[src/hw/uiec_pkg.sv]
package uiec_pkg;

    // ------------------------------------------------------------------
    // Register map
    // ------------------------------------------------------------------
    localparam logic [7:0]  ENABLE_SET_OFS   = 8'h10;
    localparam logic [7:0]  ENABLE_CLEAR_OFS = 8'h14;
    localparam logic [31:0] ENABLE_RESET     = 32'h0000_0000;

    // ------------------------------------------------------------------
    // Field positions of the enable word
    // ------------------------------------------------------------------
    localparam int MASTER_IRQ_GATE_BIT        = 31;
    localparam int OWNER_CHANGE_EVENT_BIT     = 30;
    localparam int ROOT_PORT_CHANGE_EVENT_BIT = 6;
    localparam int FRAME_COUNT_WRAP_EVENT_BIT = 5;
    localparam int FATAL_FAULT_EVENT_BIT      = 4;
    localparam int RESUME_SEEN_EVENT_BIT      = 3;
    localparam int FRAME_BEGIN_EVENT_BIT      = 2;
    localparam int DONE_LIST_WRITTEN_EVENT_BIT = 1;
    localparam int SCHEDULE_OVERRUN_EVENT_BIT = 0;

    // Bits that hold state; all others are reserved and read as zero.
    localparam logic [31:0] ENABLE_IMPL_MASK = 32'hc000_007f;
    // Bits that gate a status flag, everything implemented except the master gate.
    localparam logic [31:0] EVENT_MASK       = 32'h4000_007f;

endpackage

[src/hw/uiec_gate_if.sv]
`timescale 1ns/1ns
`default_nettype none
interface uiec_gate_if;
    logic [31:0] enable;
    logic [31:0] flags;
    logic        irq;

    modport src  (output enable, output flags, input irq);
    modport gate (input enable, input flags, output irq);
endinterface
`default_nettype wire

[src/hw/uiec_irq_gate.sv]
`timescale 1ns/1ns
`default_nettype none
module uiec_irq_gate (
    input  wire logic   clk,
    input  wire logic   reset,
    uiec_gate_if.gate   gif
);
    import uiec_pkg::*;

    logic irq_q;
    logic irq_d;
    logic event_hit;

    // ------------------------------------------------------------------
    // Interrupt request
    // ------------------------------------------------------------------
    // The status flags are only read here, never written.
    assign event_hit = |(gif.flags & gif.enable & EVENT_MASK);
    assign irq_d     = event_hit & gif.enable[MASTER_IRQ_GATE_BIT];

    always_ff @(posedge clk) begin
        if (reset) begin
            irq_q <= 1'b0;
        end else begin
            irq_q <= irq_d;
        end
    end

    assign gif.irq = irq_q;
endmodule
`default_nettype wire

[src/hw/uiec_top.sv]
`timescale 1ns/1ns
`default_nettype none
// Function
// - Writing 1 to a clear-register bit clears that enable bit.
// - Writing 0 to a clear-register bit leaves that enable bit as it was.
// - Reading the clear register returns the live enable register.
// - The clear register is a 32-bit word at offset 14h.
// - Bit 31 clears the master gate, stopping every interrupt.
// - Bit 30 clears the ownership-change enable.
// - Bits 6 to 0 clear the seven per-event enables.
// - After reset all enables, the master gate included, are zero.
// - Interrupt asserts only for a set flag, its enable, and master gate.
// - The set register at 10h sets bits written 1, keeps bits written 0.
module uiec_top
#(
    parameter int ADDR_W = 8
) (
    input  wire logic              clk,
    input  wire logic              reset,
    input  wire logic [ADDR_W-1:0] reg_addr,
    input  wire logic              reg_wr,
    input  wire logic              reg_rd,
    input  wire logic [31:0]       reg_wdata,
    output logic      [31:0]       reg_rdata,
    output logic                   reg_rvalid,
    input  wire logic [31:0]       interrupt_event_flags,
    output logic      [31:0]       interrupt_enable,
    output logic                   irq
);
    import uiec_pkg::*;

    // ------------------------------------------------------------------
    // Parameter check
    // ------------------------------------------------------------------
    if (ADDR_W < 5 || ADDR_W > 32) begin : g_bad_addr
        $error("uiec_top: ADDR_W must be 5 to 32");
    end

    function automatic logic hits(input logic [ADDR_W-1:0] a, input logic [7:0] ofs);
        hits = (a == ADDR_W'(ofs));
    endfunction

    logic [31:0] enable_q;
    logic [31:0] rdata_q;
    logic [31:0] rdata_d;
    logic        rvalid_q;
    logic        wr_set;
    logic        wr_clr;
    logic        rd_hit;
    logic [31:0] wmask;
    logic [31:0] enable_d;
    logic [31:0] clr_bit;
    logic [31:0] set_bit;
    logic        master_gate_en;
    logic        owner_chg_en;
    logic [6:0]  per_event_en;

    // ------------------------------------------------------------------
    // Address decode
    // ------------------------------------------------------------------
    assign wr_set  = reg_wr & hits(reg_addr, ENABLE_SET_OFS);
    assign wr_clr  = reg_wr & hits(reg_addr, ENABLE_CLEAR_OFS);
    assign rd_hit  = hits(reg_addr, ENABLE_SET_OFS) | hits(reg_addr, ENABLE_CLEAR_OFS);
    // Reserved bits hold no state, so a stray 1 there is dropped.
    assign wmask   = reg_wdata & ENABLE_IMPL_MASK;
    // Both offsets read the one enable word; unmapped offsets read zero.
    assign rdata_d = rd_hit ? enable_q : 32'h0000_0000;

    // Per-bit write requests; one address per cycle keeps them disjoint.
    assign clr_bit = {32{wr_clr}} & wmask;
    assign set_bit = {32{wr_set}} & wmask;

    // Named views of the enable word for the checks below.
    assign master_gate_en = enable_q[MASTER_IRQ_GATE_BIT];
    assign owner_chg_en   = enable_q[OWNER_CHANGE_EVENT_BIT];
    assign per_event_en   = enable_q[ROOT_PORT_CHANGE_EVENT_BIT:SCHEDULE_OVERRUN_EVENT_BIT];

    // ------------------------------------------------------------------
    // Enable bits
    // ------------------------------------------------------------------
    // A clear takes priority over a set, although the two never meet.
    // Reserved positions take a constant zero and so never hold a 1.
    for (genvar i = 0; i < 32; i++) begin : g_en
        if (ENABLE_IMPL_MASK[i]) begin : g_impl
            assign enable_d[i] = clr_bit[i] ? 1'b0 :
                                 set_bit[i] ? 1'b1 :
                                 enable_q[i];
        end else begin : g_rsvd
            assign enable_d[i] = 1'b0;
        end
    end

    always_ff @(posedge clk) begin
        if (reset) begin
            enable_q <= ENABLE_RESET;
        end else begin
            enable_q <= enable_d;
        end
    end

    // ------------------------------------------------------------------
    // Read port
    // ------------------------------------------------------------------
    // Read data is held until the next read, so a slow reader still sees it.
    always_ff @(posedge clk) begin
        if (reset) begin
            rdata_q  <= 32'h0000_0000;
            rvalid_q <= 1'b0;
        end else begin
            rdata_q  <= reg_rd ? rdata_d : rdata_q;
            rvalid_q <= reg_rd;
        end
    end

    // ------------------------------------------------------------------
    // Interrupt gate
    // ------------------------------------------------------------------
    // Flags come from logic on this clock, so they need no synchroniser.
    uiec_gate_if gif ();
    assign gif.enable = enable_q;
    assign gif.flags  = interrupt_event_flags;

    uiec_irq_gate u_gate (
        .clk   (clk),
        .reset (reset),
        .gif   (gif)
    );

    assign reg_rdata        = rdata_q;
    assign reg_rvalid       = rvalid_q;
    assign interrupt_enable = enable_q;
    assign irq              = gif.irq;
endmodule
`default_nettype wire

[config.mk]
export PLATFORM = sky130hd
export DESIGN_NAME = uiec_top
export DESIGN_NICKNAME = d
export VERILOG_FILES = /design/src/hw/uiec_pkg.sv /design/src/hw/uiec_gate_if.sv /design/src/hw/uiec_irq_gate.sv /design/src/hw/uiec_top.sv
export SDC_FILE = /design/constraint.sdc
export NUM_CORES = 1
export LEC_CHECK = 0
export BUFFER_PORTS_ARGS = -buffer_cell sky130_fd_sc_hd__buf_2
export CAP_MARGIN = 20
export CORE_AREA = 2 2 68 70
export DETAILED_ROUTE_END_ITERATION = 10
export DIE_AREA = 0 0 70 72
export GPL_TIMING_DRIVEN = 0
export PLACE_DENSITY = 0.73
export SETUP_SLACK_MARGIN = 0.2
export SYNTH_ARGS = -nofsm -noshare
export SYNTH_HDL_FRONTEND = slang
export SYNTH_SLANG_ARGS = --single-unit
[constraint.sdc]
create_clock -name clk -period 1 [get_ports clk]
set_clock_uncertainty 0.05 [all_clocks]
set_input_delay 0.05 -clock clk [delete_from_list [all_inputs] [get_ports clk]]
set_output_delay 0.05 -clock clk [all_outputs]
set_load 0.03 [all_outputs]
==> impl_metrics.toml, run 1 <==
[run_status]
status = "finished, final reports clean"

[grt]
grt_max_degree = 12
grt_pass1_vias = 1050
grt_pass1_wl_um = 4954
antenna_found_initial = 0
grt.overflow.total = 0
grt_usage_pct = 12.62

[setup_path]
arrival_ns = 0.78
slowest_stage = "dfxtp_4"
cp.required_ns = 0.90
slowest_delay_ns = 0.39
critPathCaptureType = "primary output"
path_buf_inv = 1
crit_chain = "buf_6"
cp_top_family = "flip-flops"
path_class = "flip-flop to primary output"
crit_fanout = 4
cp-start-kind = "flip-flop"

[power]
powerDensity_mw_per_mm2 = 889.1
finalPower_uw = 1956
max-vdd-ir-drop_uv = 454.9
leakage_uw = 0.001104

[floorplan]
core_area_mm2 = 0.004264
design.portCount = 142
die_y_um = 72
rows = 24
die_area_mm2 = 0.005040
die_x_um = 70
start_util_pct = 29.02

[finish]
instances_no_fill = 301
diodes = 0
drive_above_1_share_pct = 61.04
final_common_cell = "buf_4"
syn_to_final_growth_pct = 77.76
nNetsFinal = 326
final_cell_mix = "buf_4, conb_1, buf_6"

[cts]
cts_tree = "built"
cts_sinks = 20
cts-buffers-inserted = 3
clkTransAtPathRegs_ns = 0.08
hold_buffers = 0
cts_root_buf = "clkbuf_8"
h-tree-depth = 1
clock_latency_ns = 0.26
cts.path.max_buffers = 2

[sta]
timing.final.ws_setup_ns = 0.1178
drv_slew = 0
grt_setup_unrepaired = "yes"
max_freq_ghz = 1.133
finalSetupViolCount = 0
final-hold-violation-count = 0
tns_ns = 0
post-route-period-util_pct = 88.22
fin_crit_ns = 0.8822

[logic_synthesis]
ys_types = 20
synth_top_area_share_pct = 32.36
postSynthAreaPerCell_um2 = 8.967
ys_seq_area_share_pct = 32.36
mappedNetlistArea_mm2 = 0.001237
synthCells = 138
yosys_warnings = 0
synth.area.top_cells = "dfxtp_1, buf_4, nand2b_1"
ys_ff_latch = 20
yosys.area.top_type = "dfxtp_1"

[placed_design]
gp_congestion = 0.7647
dp_hpwl_um = 2347
io_buffers = 47
placedCellCount = 282
place_ws_ns = -0.3140

[detailed_routing]
drc = 0
drt-initial-drc-count = 35
drt-wirelength-per-cell_um = 10.85
ant_nets = 0
routed_wl_um = 3265
vias = 1168
vias_per_cell = 3.880
first_pass_iters = 4

[min_path]
min_path_type = "input port to flip-flop"

[job]
cap_violations = 0
kinds of logic after synthesis:
group	share of synthesized area, %
AOI/OAI and AO/OA	6.774
other	0.3030
and+or+nand+nor	22.25
muxes	7.280
DFF	32.36
buffers and inverters	31.04
cell type report:
type / instances / area, µm²
buffer: 53 / 389.1
tap: 52 / 65.06
sequential: 20 / 445.4
fill: 418 / 2064
timing repair buffer: 62 / 525.5
multi-input combinational: 110 / 719.4
clock buffer: 4 / 55.05
cells in the mapped netlist (all sizes together):
master  number
buf         50
dfxtp       20
nand2b      18
a21oi        9
mux2i        9
nand3        9
nand4        9
a22oi        4
clkbuf       3
a41oi        1
conb         1
nor2b        1
nor3b        1
nor4         1
nor4bb       1
or2          1
where the power goes:
| part | switching, µW | internal [µW] | leakage (µW) |
|---|---|---|---|
| sequential | 1.52 | 777 | 0.000174 |
| combinational | 337 | 220 | 0.000901 |
| clock | 271 | 350 | 0.0000288 |
| total | 609 | 1350 | 0.00110 |
flip-flops by register name, indices dropped and copies added, names as in the netlist:
register,count
interrupt_enable,9
reg_rvalid,1
reg_rdata,9
u_gate.gif.irq,1
layer usage:
| layer | vias to the layer above | track usage [%] | share of wire (%) |
|---|---|---|---|
| li1 | 606 | - | - |
| met3 | 4 | 3.333 | 8.6 |
| met2 | 57 | 20.74 | 48 |
| met4 | 0 | 4.487 | 0.95 |
| met5 | - | 0 | 0 |
| met1 | 501 | 16.07 | 43 |
metrics by stage:
stage / area (µm²) / hold slack [ns] / util (%)
2_1_floorplan: 1425 / 0.1558 / -
3_3_place_gp: 1725 / 0.2813 / 40.46
3_5_place_dp: 1725 / 0.2907 / 40.46
4_1_cts: 2064 / 0.01171 / 48.42
5_1_grt: 2200 / 0.01155 / 51.58
6_report: 2200 / 0.004218 / 51.58
worst paths after layout:
check,start,to,slack (ns),depth (start not counted)
hold reg to reg,reg_rdata[31],reg_rdata[31],0.43,2
setup / recovery,interrupt_enable[1],interrupt_enable[1],0.12,1
hold / removal,reg_wdata[5],interrupt_enable[5],0.004,3
setup reg to reg,interrupt_enable[4],u_gate.gif.irq,0.13,2
what timing repair did:
item                       CTS  global route
setup endpoints to repair   39            40
cloned                       1             1
pin swaps                    2             9
buffers inserted            11             2
resized for setup           63            26
hold endpoints to repair     0             0
tightest hold or removal path: cells and delay by family:
family	cells	cell delay (ns)
mux	1	0.06
simple gates	1	0.07
buf+inv	1	0.10
(Power assumes the default switching activity.)
==> inputs of run 2 (changes only) <==
Settings changed: ABC_AREA set to 1, CORE_AREA 2 2 68 70 to 2 2 71 73, DIE_AREA 0 0 70 72 to 0 0 73 75, PLACE_DENSITY 0.73 to 0.75.
==> run 2 against run 1 <==
  * Area after synthesis increased by 24%
  * Via count increased by 21%
  * Combinational power increased by 22%
  * Sequential cell count unchanged
  * Largest power group unchanged
  * Sequential share of layout area decreased by 2.0 points
  * Die area increased by 8.6%
  * Register-to-register slack about the same
  * Fmax increased by 0.70%
  * Synthesized cell count increased by 46%
  * Clock power decreased by 12%
  * Hold slack improved by 0.0072 ns
==> impl_metrics.toml, run 2 <==
[run_status]
status = "finished, final reports clean"

[setup_path]
r2r_start = "interrupt_enable[4]"
cp-start-kind = "flip-flop"
crit_chain = "nand2_1, nand4_1, o21a_1"
slowest_stage = "dfxtp_4"
arrival_ns = 0.98
cp_top_family = "flip-flops"
endpoint = "u_gate.gif.irq"
startpoint = "interrupt_enable[4]"
crit_fanout = 4
critPathCaptureType = "flip-flop"
r2r_setup_slack_ns = 0.12
slowest_delay_ns = 0.37
cp.required_ns = 1.11
reg2regPathDepth = 3
path_class = "flip-flop to flip-flop"
path_buf_inv = 0
worst-path-stages = 3
r2r-end = "u_gate.gif.irq"

[detailed_routing]
vias = 1418
drt-initial-drc-count = 39
drt-wirelength-per-cell_um = 9.623
first_pass_iters = 4
ant_nets = 0
routed_wl_um = 3551
drc = 0
vias_per_cell = 3.843

[logic_synthesis]
synth_flop_cell = "dfxtp_1"
synth.area.top_cells = "dfxtp_1, buf_4, inv_1"
postSynthAreaPerCell_um2 = 7.613
async_reset_ff_share_pct = 0
yosys.area.top_type = "dfxtp_1"
yosys_warnings = 0
ys_ff_latch = 20
ys_types = 19
mappedNetlistArea_mm2 = 0.001538
ys_seq_area_share_pct = 26.04
yosysMostFrequentCell = "buf_4"
synth_top_area_share_pct = 26.04
yosys-top-cells-count = "buf_4, inv_1, nand2_1, dfxtp_1, nand2_2"
synth_edf_count = 0
synthCells = 202

[placed_design]
dp_hpwl_um = 2667
gp_congestion = 0.7299
io_buffers = 46

[floorplan]
core_area_mm2 = 0.004661
die_y_um = 75
die_area_mm2 = 0.005475
start_util_pct = 32.99
design.portCount = 142
rows = 25
die_x_um = 73

[finish]
nNetsFinal = 392
syn_to_final_growth_pct = 58.34
diodes = 0
finish.utilization_pct = 52.24
final_cell_mix = "buf_4, conb_1, buf_2"
final_common_cell = "buf_4"
drive_above_1_share_pct = 63.49

[sta]
post-route-period-util_pct = 87.61
tns_ns = 0
finalSetupViolCount = 0
grt_setup_unrepaired = "yes"
drv_slew = 0
final-hold-violation-count = 0
fin_crit_ns = 0.8761
max_freq_ghz = 1.141

[min_path]
hold_path_depth = 3
min_path_type = "input port to flip-flop"

[power]
p_int_uw = 1333
leakage_uw = 0.001313
clkPwrFrac_pct = 26.7
comb_power_share_pct = 33.4
powerDensity_mw_per_mm2 = 836.5
pwr-share-seq_pct = 39.9
p_sw_share_pct = 34.53
p_sw_uw = 703.4
max-vdd-ir-drop_uv = 431.8

[cts]
cts-buffers-inserted = 3
clkTransAtPathRegs_ns = 0.07
h-tree-depth = 1
cts_tree = "built"
cts.path.max_buffers = 2
clock_latency_ns = 0.26
cts_root_buf = "clkbuf_8"
cts_sinks = 20

[job]
cap_violations = 0

[grt]
grt.overflow.total = 0
grt_pass1_vias = 1216
antenna_found_initial = 0
grt_usage_pct = 12.63
grt_pass1_wl_um = 5382
grt_max_degree = 12
[run 2: cell types whose count changed after synthesis, sizes merged, moves of 4 or more]
cell / delta
o21ai: +9
nand2b: -18
nor2: +18
mux2i: -9
a22oi: -4
nand2: +44
inv: +28
[run 2: cell families (layout without fill, tap and decap cells)]
kind of cell | after synthesis | after routing | synth area share [%]
AO/OA/AOI/OAI | 19 | 19 | 8.544
buffers and inverters | 80 | 146 | 31.81
other | 1 | 46 | 0.2439
flip-flops | 20 | 20 | 26.04
AND/OR/NAND/NOR | 82 | 84 | 33.36
[run 2: worst min path at each step]
stage / startpoint / to / slack (ns)
after floorplan: reset / reg_rvalid / 0.07
after global placement: reset / reg_rvalid / 0.20
after detailed placement: reset / reg_rvalid / 0.20
after CTS: reset / u_gate.gif.irq / 0.01
after global routing: reset / u_gate.gif.irq / 0.04
final: reset / u_gate.gif.irq / 0.01
[run 2: cell type report]
class / count / area, µm²
sequential: 20 / 444.2
multi-input combinational: 149 / 872.1
timing repair buffer: 62 / 516.7
buffer: 52 / 384.1
clock buffer: 4 / 45.04
fill: 440 / 2226
inverter: 28 / 105.1
tap: 54 / 67.56
[run 2: per-stage QoR]
step / hold WS, ns / area, µm² / power [µW] / instances / setup WS (ns)
finish: 0.01142 / 2435 / 2037 / 369 / 0.1239
global route: 0.04243 / 2435 / 2132 / 369 / 0.07615
CTS: 0.01050 / 2291 / 2024 / 360 / 0.1121
detailed placement: 0.1993 / 2034 / 1460 / 347 / -0.03422
global placement: 0.2000 / 2034 / 1453 / 347 / -0.001142
floorplan: 0.07222 / 1737 / 1357 / 247 / 0.1527
[run 2: what timing repair did]
| action | 4_1_cts | 5_1_grt |
|---|---|---|
| endpoints found under the hold margin | 1 | 0 |
| setup buffers | 8 | 7 |
| pin swaps | 2 | 12 |
| cloned | 0 | 2 |
| endpoints found under the setup margin | 22 | 39 |
| hold buffers | 1 | 0 |
| resized for setup | 48 | 26 |
[run 2: layer usage]
layer	vias up	share of wire, %	track usage [%]
li1	761	-	-
met1	598	42	14.71
met2	55	51	23.52
met3	4	6.2	2.276
met4	0	0.65	3.704
met5	-	0	0
[run 2: worst reg2reg max path: cells and delay by family (launching register included)]
family / cells / cell delay [ns]
compound gates: 1 / 0.18
simple gates: 2 / 0.18
flops: 1 / 0.37
[run 2: power by group through the flow]
stage	logic [µW]	registers (µW)	clock network, µW
after floorplan	478	879	0
after global placement	615	837	0
after detailed placement	622	839	0
after CTS	650	812	562
after global routing	731	813	588
final	681	812	545
==> inputs of run 3 (changes only) <==
Settings changed: ABC_AREA 1 to not set, CORE_AREA 2 2 71 73 to 2 2 68 70, DIE_AREA 0 0 73 75 to 0 0 70 72, PLACE_DENSITY 0.75 to 0.69.
==> run 3 against run 2 <==
  * The flow now finishes with violations (hold timing)
  * Core utilization decreased by 1.8 points
  * Hold slack got worse by 0.013 ns
  * Register-to-register slack is essentially flat
  * Worst setup slack better by 0.0054 ns
  * Design area decreased by 12%
  * Sequential cell count stayed put
  * Routed wire length shrank 9.2%
  * Cell count down 18%
  * Sequential power is 4.2% lower
  * Power is 0.20% lower
  * Critical path type is now flip-flop to primary output
  * Critical endpoint is now interrupt_enable[0]
==> impl_metrics.toml, run 3 (synthesis gave the netlist of run 1 again) <==
[run_status]
status = "finished, violations left"
violations = "hold timing"

[sta]
post-route-period-util_pct = 87.07
finalSetupViolCount = 0
grt_setup_unrepaired = "yes"
drv_slew = 0
final-hold-violation-count = 2
max_freq_ghz = 1.149
fin_crit_ns = 0.8707
holdWs_ns = -0.001237

[setup_path]
arrival_ns = 0.77
path_class = "flip-flop to primary output"
cp_top_family = "flip-flops"
crit_chain = "buf_6"
slowest_stage = "dfxtp_4"
slowest_delay_ns = 0.38
cp.required_ns = 0.90
path_buf_inv = 1
critPathCaptureType = "primary output"
cp-start-kind = "flip-flop"
crit_fanout = 4

[placed_design]
io_buffers = 47
gp_congestion = 0.7073
dpl_cell_area_mm2 = 0.001725
dp_hpwl_um = 2266

[floorplan]
start_util_pct = 29.02
rows = 24
design.portCount = 142
die_x_um = 70
die_y_um = 72
die_area_mm2 = 0.005040
core_area_mm2 = 0.004264

[cts]
clock_latency_ns = 0.26
cts-buffers-inserted = 3
cts_tree = "built"
cts_sinks = 20
cts_root_buf = "clkbuf_8"
hold_buffers = 0
clkTransAtPathRegs_ns = 0.08
cts.path.max_buffers = 2
h-tree-depth = 1

[power]
p_sw_uw = 604.7
pwr-share-seq_pct = 38.3
finalPower_uw = 2033
comb_power_share_pct = 26.9
clkPwrFrac_pct = 34.8
p_sw_share_pct = 29.75
max-vdd-ir-drop_uv = 648.7
p_int_uw = 1428
powerDensity_mw_per_mm2 = 945.0
leakage_uw = 0.001109

[job]
cap_violations = 0

[grt]
grt_usage_pct = 12.39
grt.overflow.total = 0
grt_max_degree = 13
antenna_found_initial = 0
grt_pass1_vias = 1100
grt_pass1_wl_um = 5009

[finish]
fillers = 419
diodes = 0
nNetsFinal = 326
drive_above_1_share_pct = 58.63
final_common_cell = "buf_4"
regArea_um2 = 445.4
stdcell_area_mm2 = 0.002151
syn_to_final_growth_pct = 73.81
multiInputGateArea_um2 = 663.1
final_cell_mix = "buf_4, conb_1, buf_6"

[detailed_routing]
drc = 0
routed_wl_um = 3223
first_pass_iters = 4
ant_nets = 0
vias_per_cell = 3.857
drt-wirelength-per-cell_um = 10.71
drt-initial-drc-count = 25
vias = 1161

[min_path]
min_path_type = "input port to flip-flop"
## run 3: changes by cell type in the layout (fill, tap and decap cells not counted), sizes merged, moves of 3 or more
cell / delta
nand2: -45
inv: -28
nor2: -19
nand2b: +18
mux2i: +9
o21ai: -9
a22oi: +4
clkbuf: +3
## run 3: final timing paths
| kind | from | to | slack (ns) | cells past startpoint |
|---|---|---|---|---|
| max | interrupt_enable[0] | interrupt_enable[0] | 0.13 | 1 |
| min | reg_wdata[5] | interrupt_enable[5] | -0.001 | 3 |
| max reg2reg | interrupt_enable[4] | u_gate.gif.irq | 0.13 | 2 |
| min reg2reg | reg_rdata[30] | reg_rdata[30] | 0.43 | 2 |
## run 3: layer usage
| layer | global-route usage (%) | part of all wire [%] |
|---|---|---|
| met5 | 0 | 0 |
| met4 | 3.205 | 0.43 |
| met3 | 3.889 | 11 |
| met2 | 20.74 | 48 |
| met1 | 15.59 | 40 |
## run 3: power by group through the flow
| stage | combinational (µW) | clock, µW | sequential [µW] |
|---|---|---|---|
| 2_1_floorplan | 417 | 0 | 815 |
| 3_3_place_gp | 496 | 0 | 810 |
| 3_5_place_dp | 497 | 0 | 810 |
| 4_1_cts | 513 | 726 | 778 |
| 5_1_grt | 581 | 760 | 778 |
| 6_report | 546 | 708 | 778 |
## run 3: final cells by class
| cell class | instances | share of cell area (%) |
|---|---|---|
| buffer | 53 | 17.98 |
| clock buffer | 4 | 3.083 |
| multi-input combinational | 110 | 30.83 |
| sequential | 20 | 20.71 |
| tap | 52 | 3.025 |
| timing repair buffer | 62 | 24.37 |
## run 3: timing repair
item                       CTS  global route
buffers inserted            11             1
gates cloned                 2             1
setup endpoints to repair   40            40
pin swaps                    7             8
gates resized for setup     63            20
## run 3: per-stage QoR
| step | hold WS [ns] | setup WS [ns] | setup TNS (ns) | cells | utilization, % |
|---|---|---|---|---|---|
| 5_1_grt | 0.004438 | 0.06783 | 0 | 301 | 50.44 |
| 4_1_cts | 0.005642 | 0.1204 | 0 | 299 | 48.39 |
| 6_report | -0.001237 | 0.1293 | 0 | 301 | 50.44 |
| 3_3_place_gp | 0.2776 | -0.2983 | -4.714 | 282 | 40.46 |
| 2_1_floorplan | 0.1558 | -0.006762 | -0.006762 | 183 | - |
| 3_5_place_dp | 0.2812 | -0.3034 | -4.822 | 282 | 40.46 |
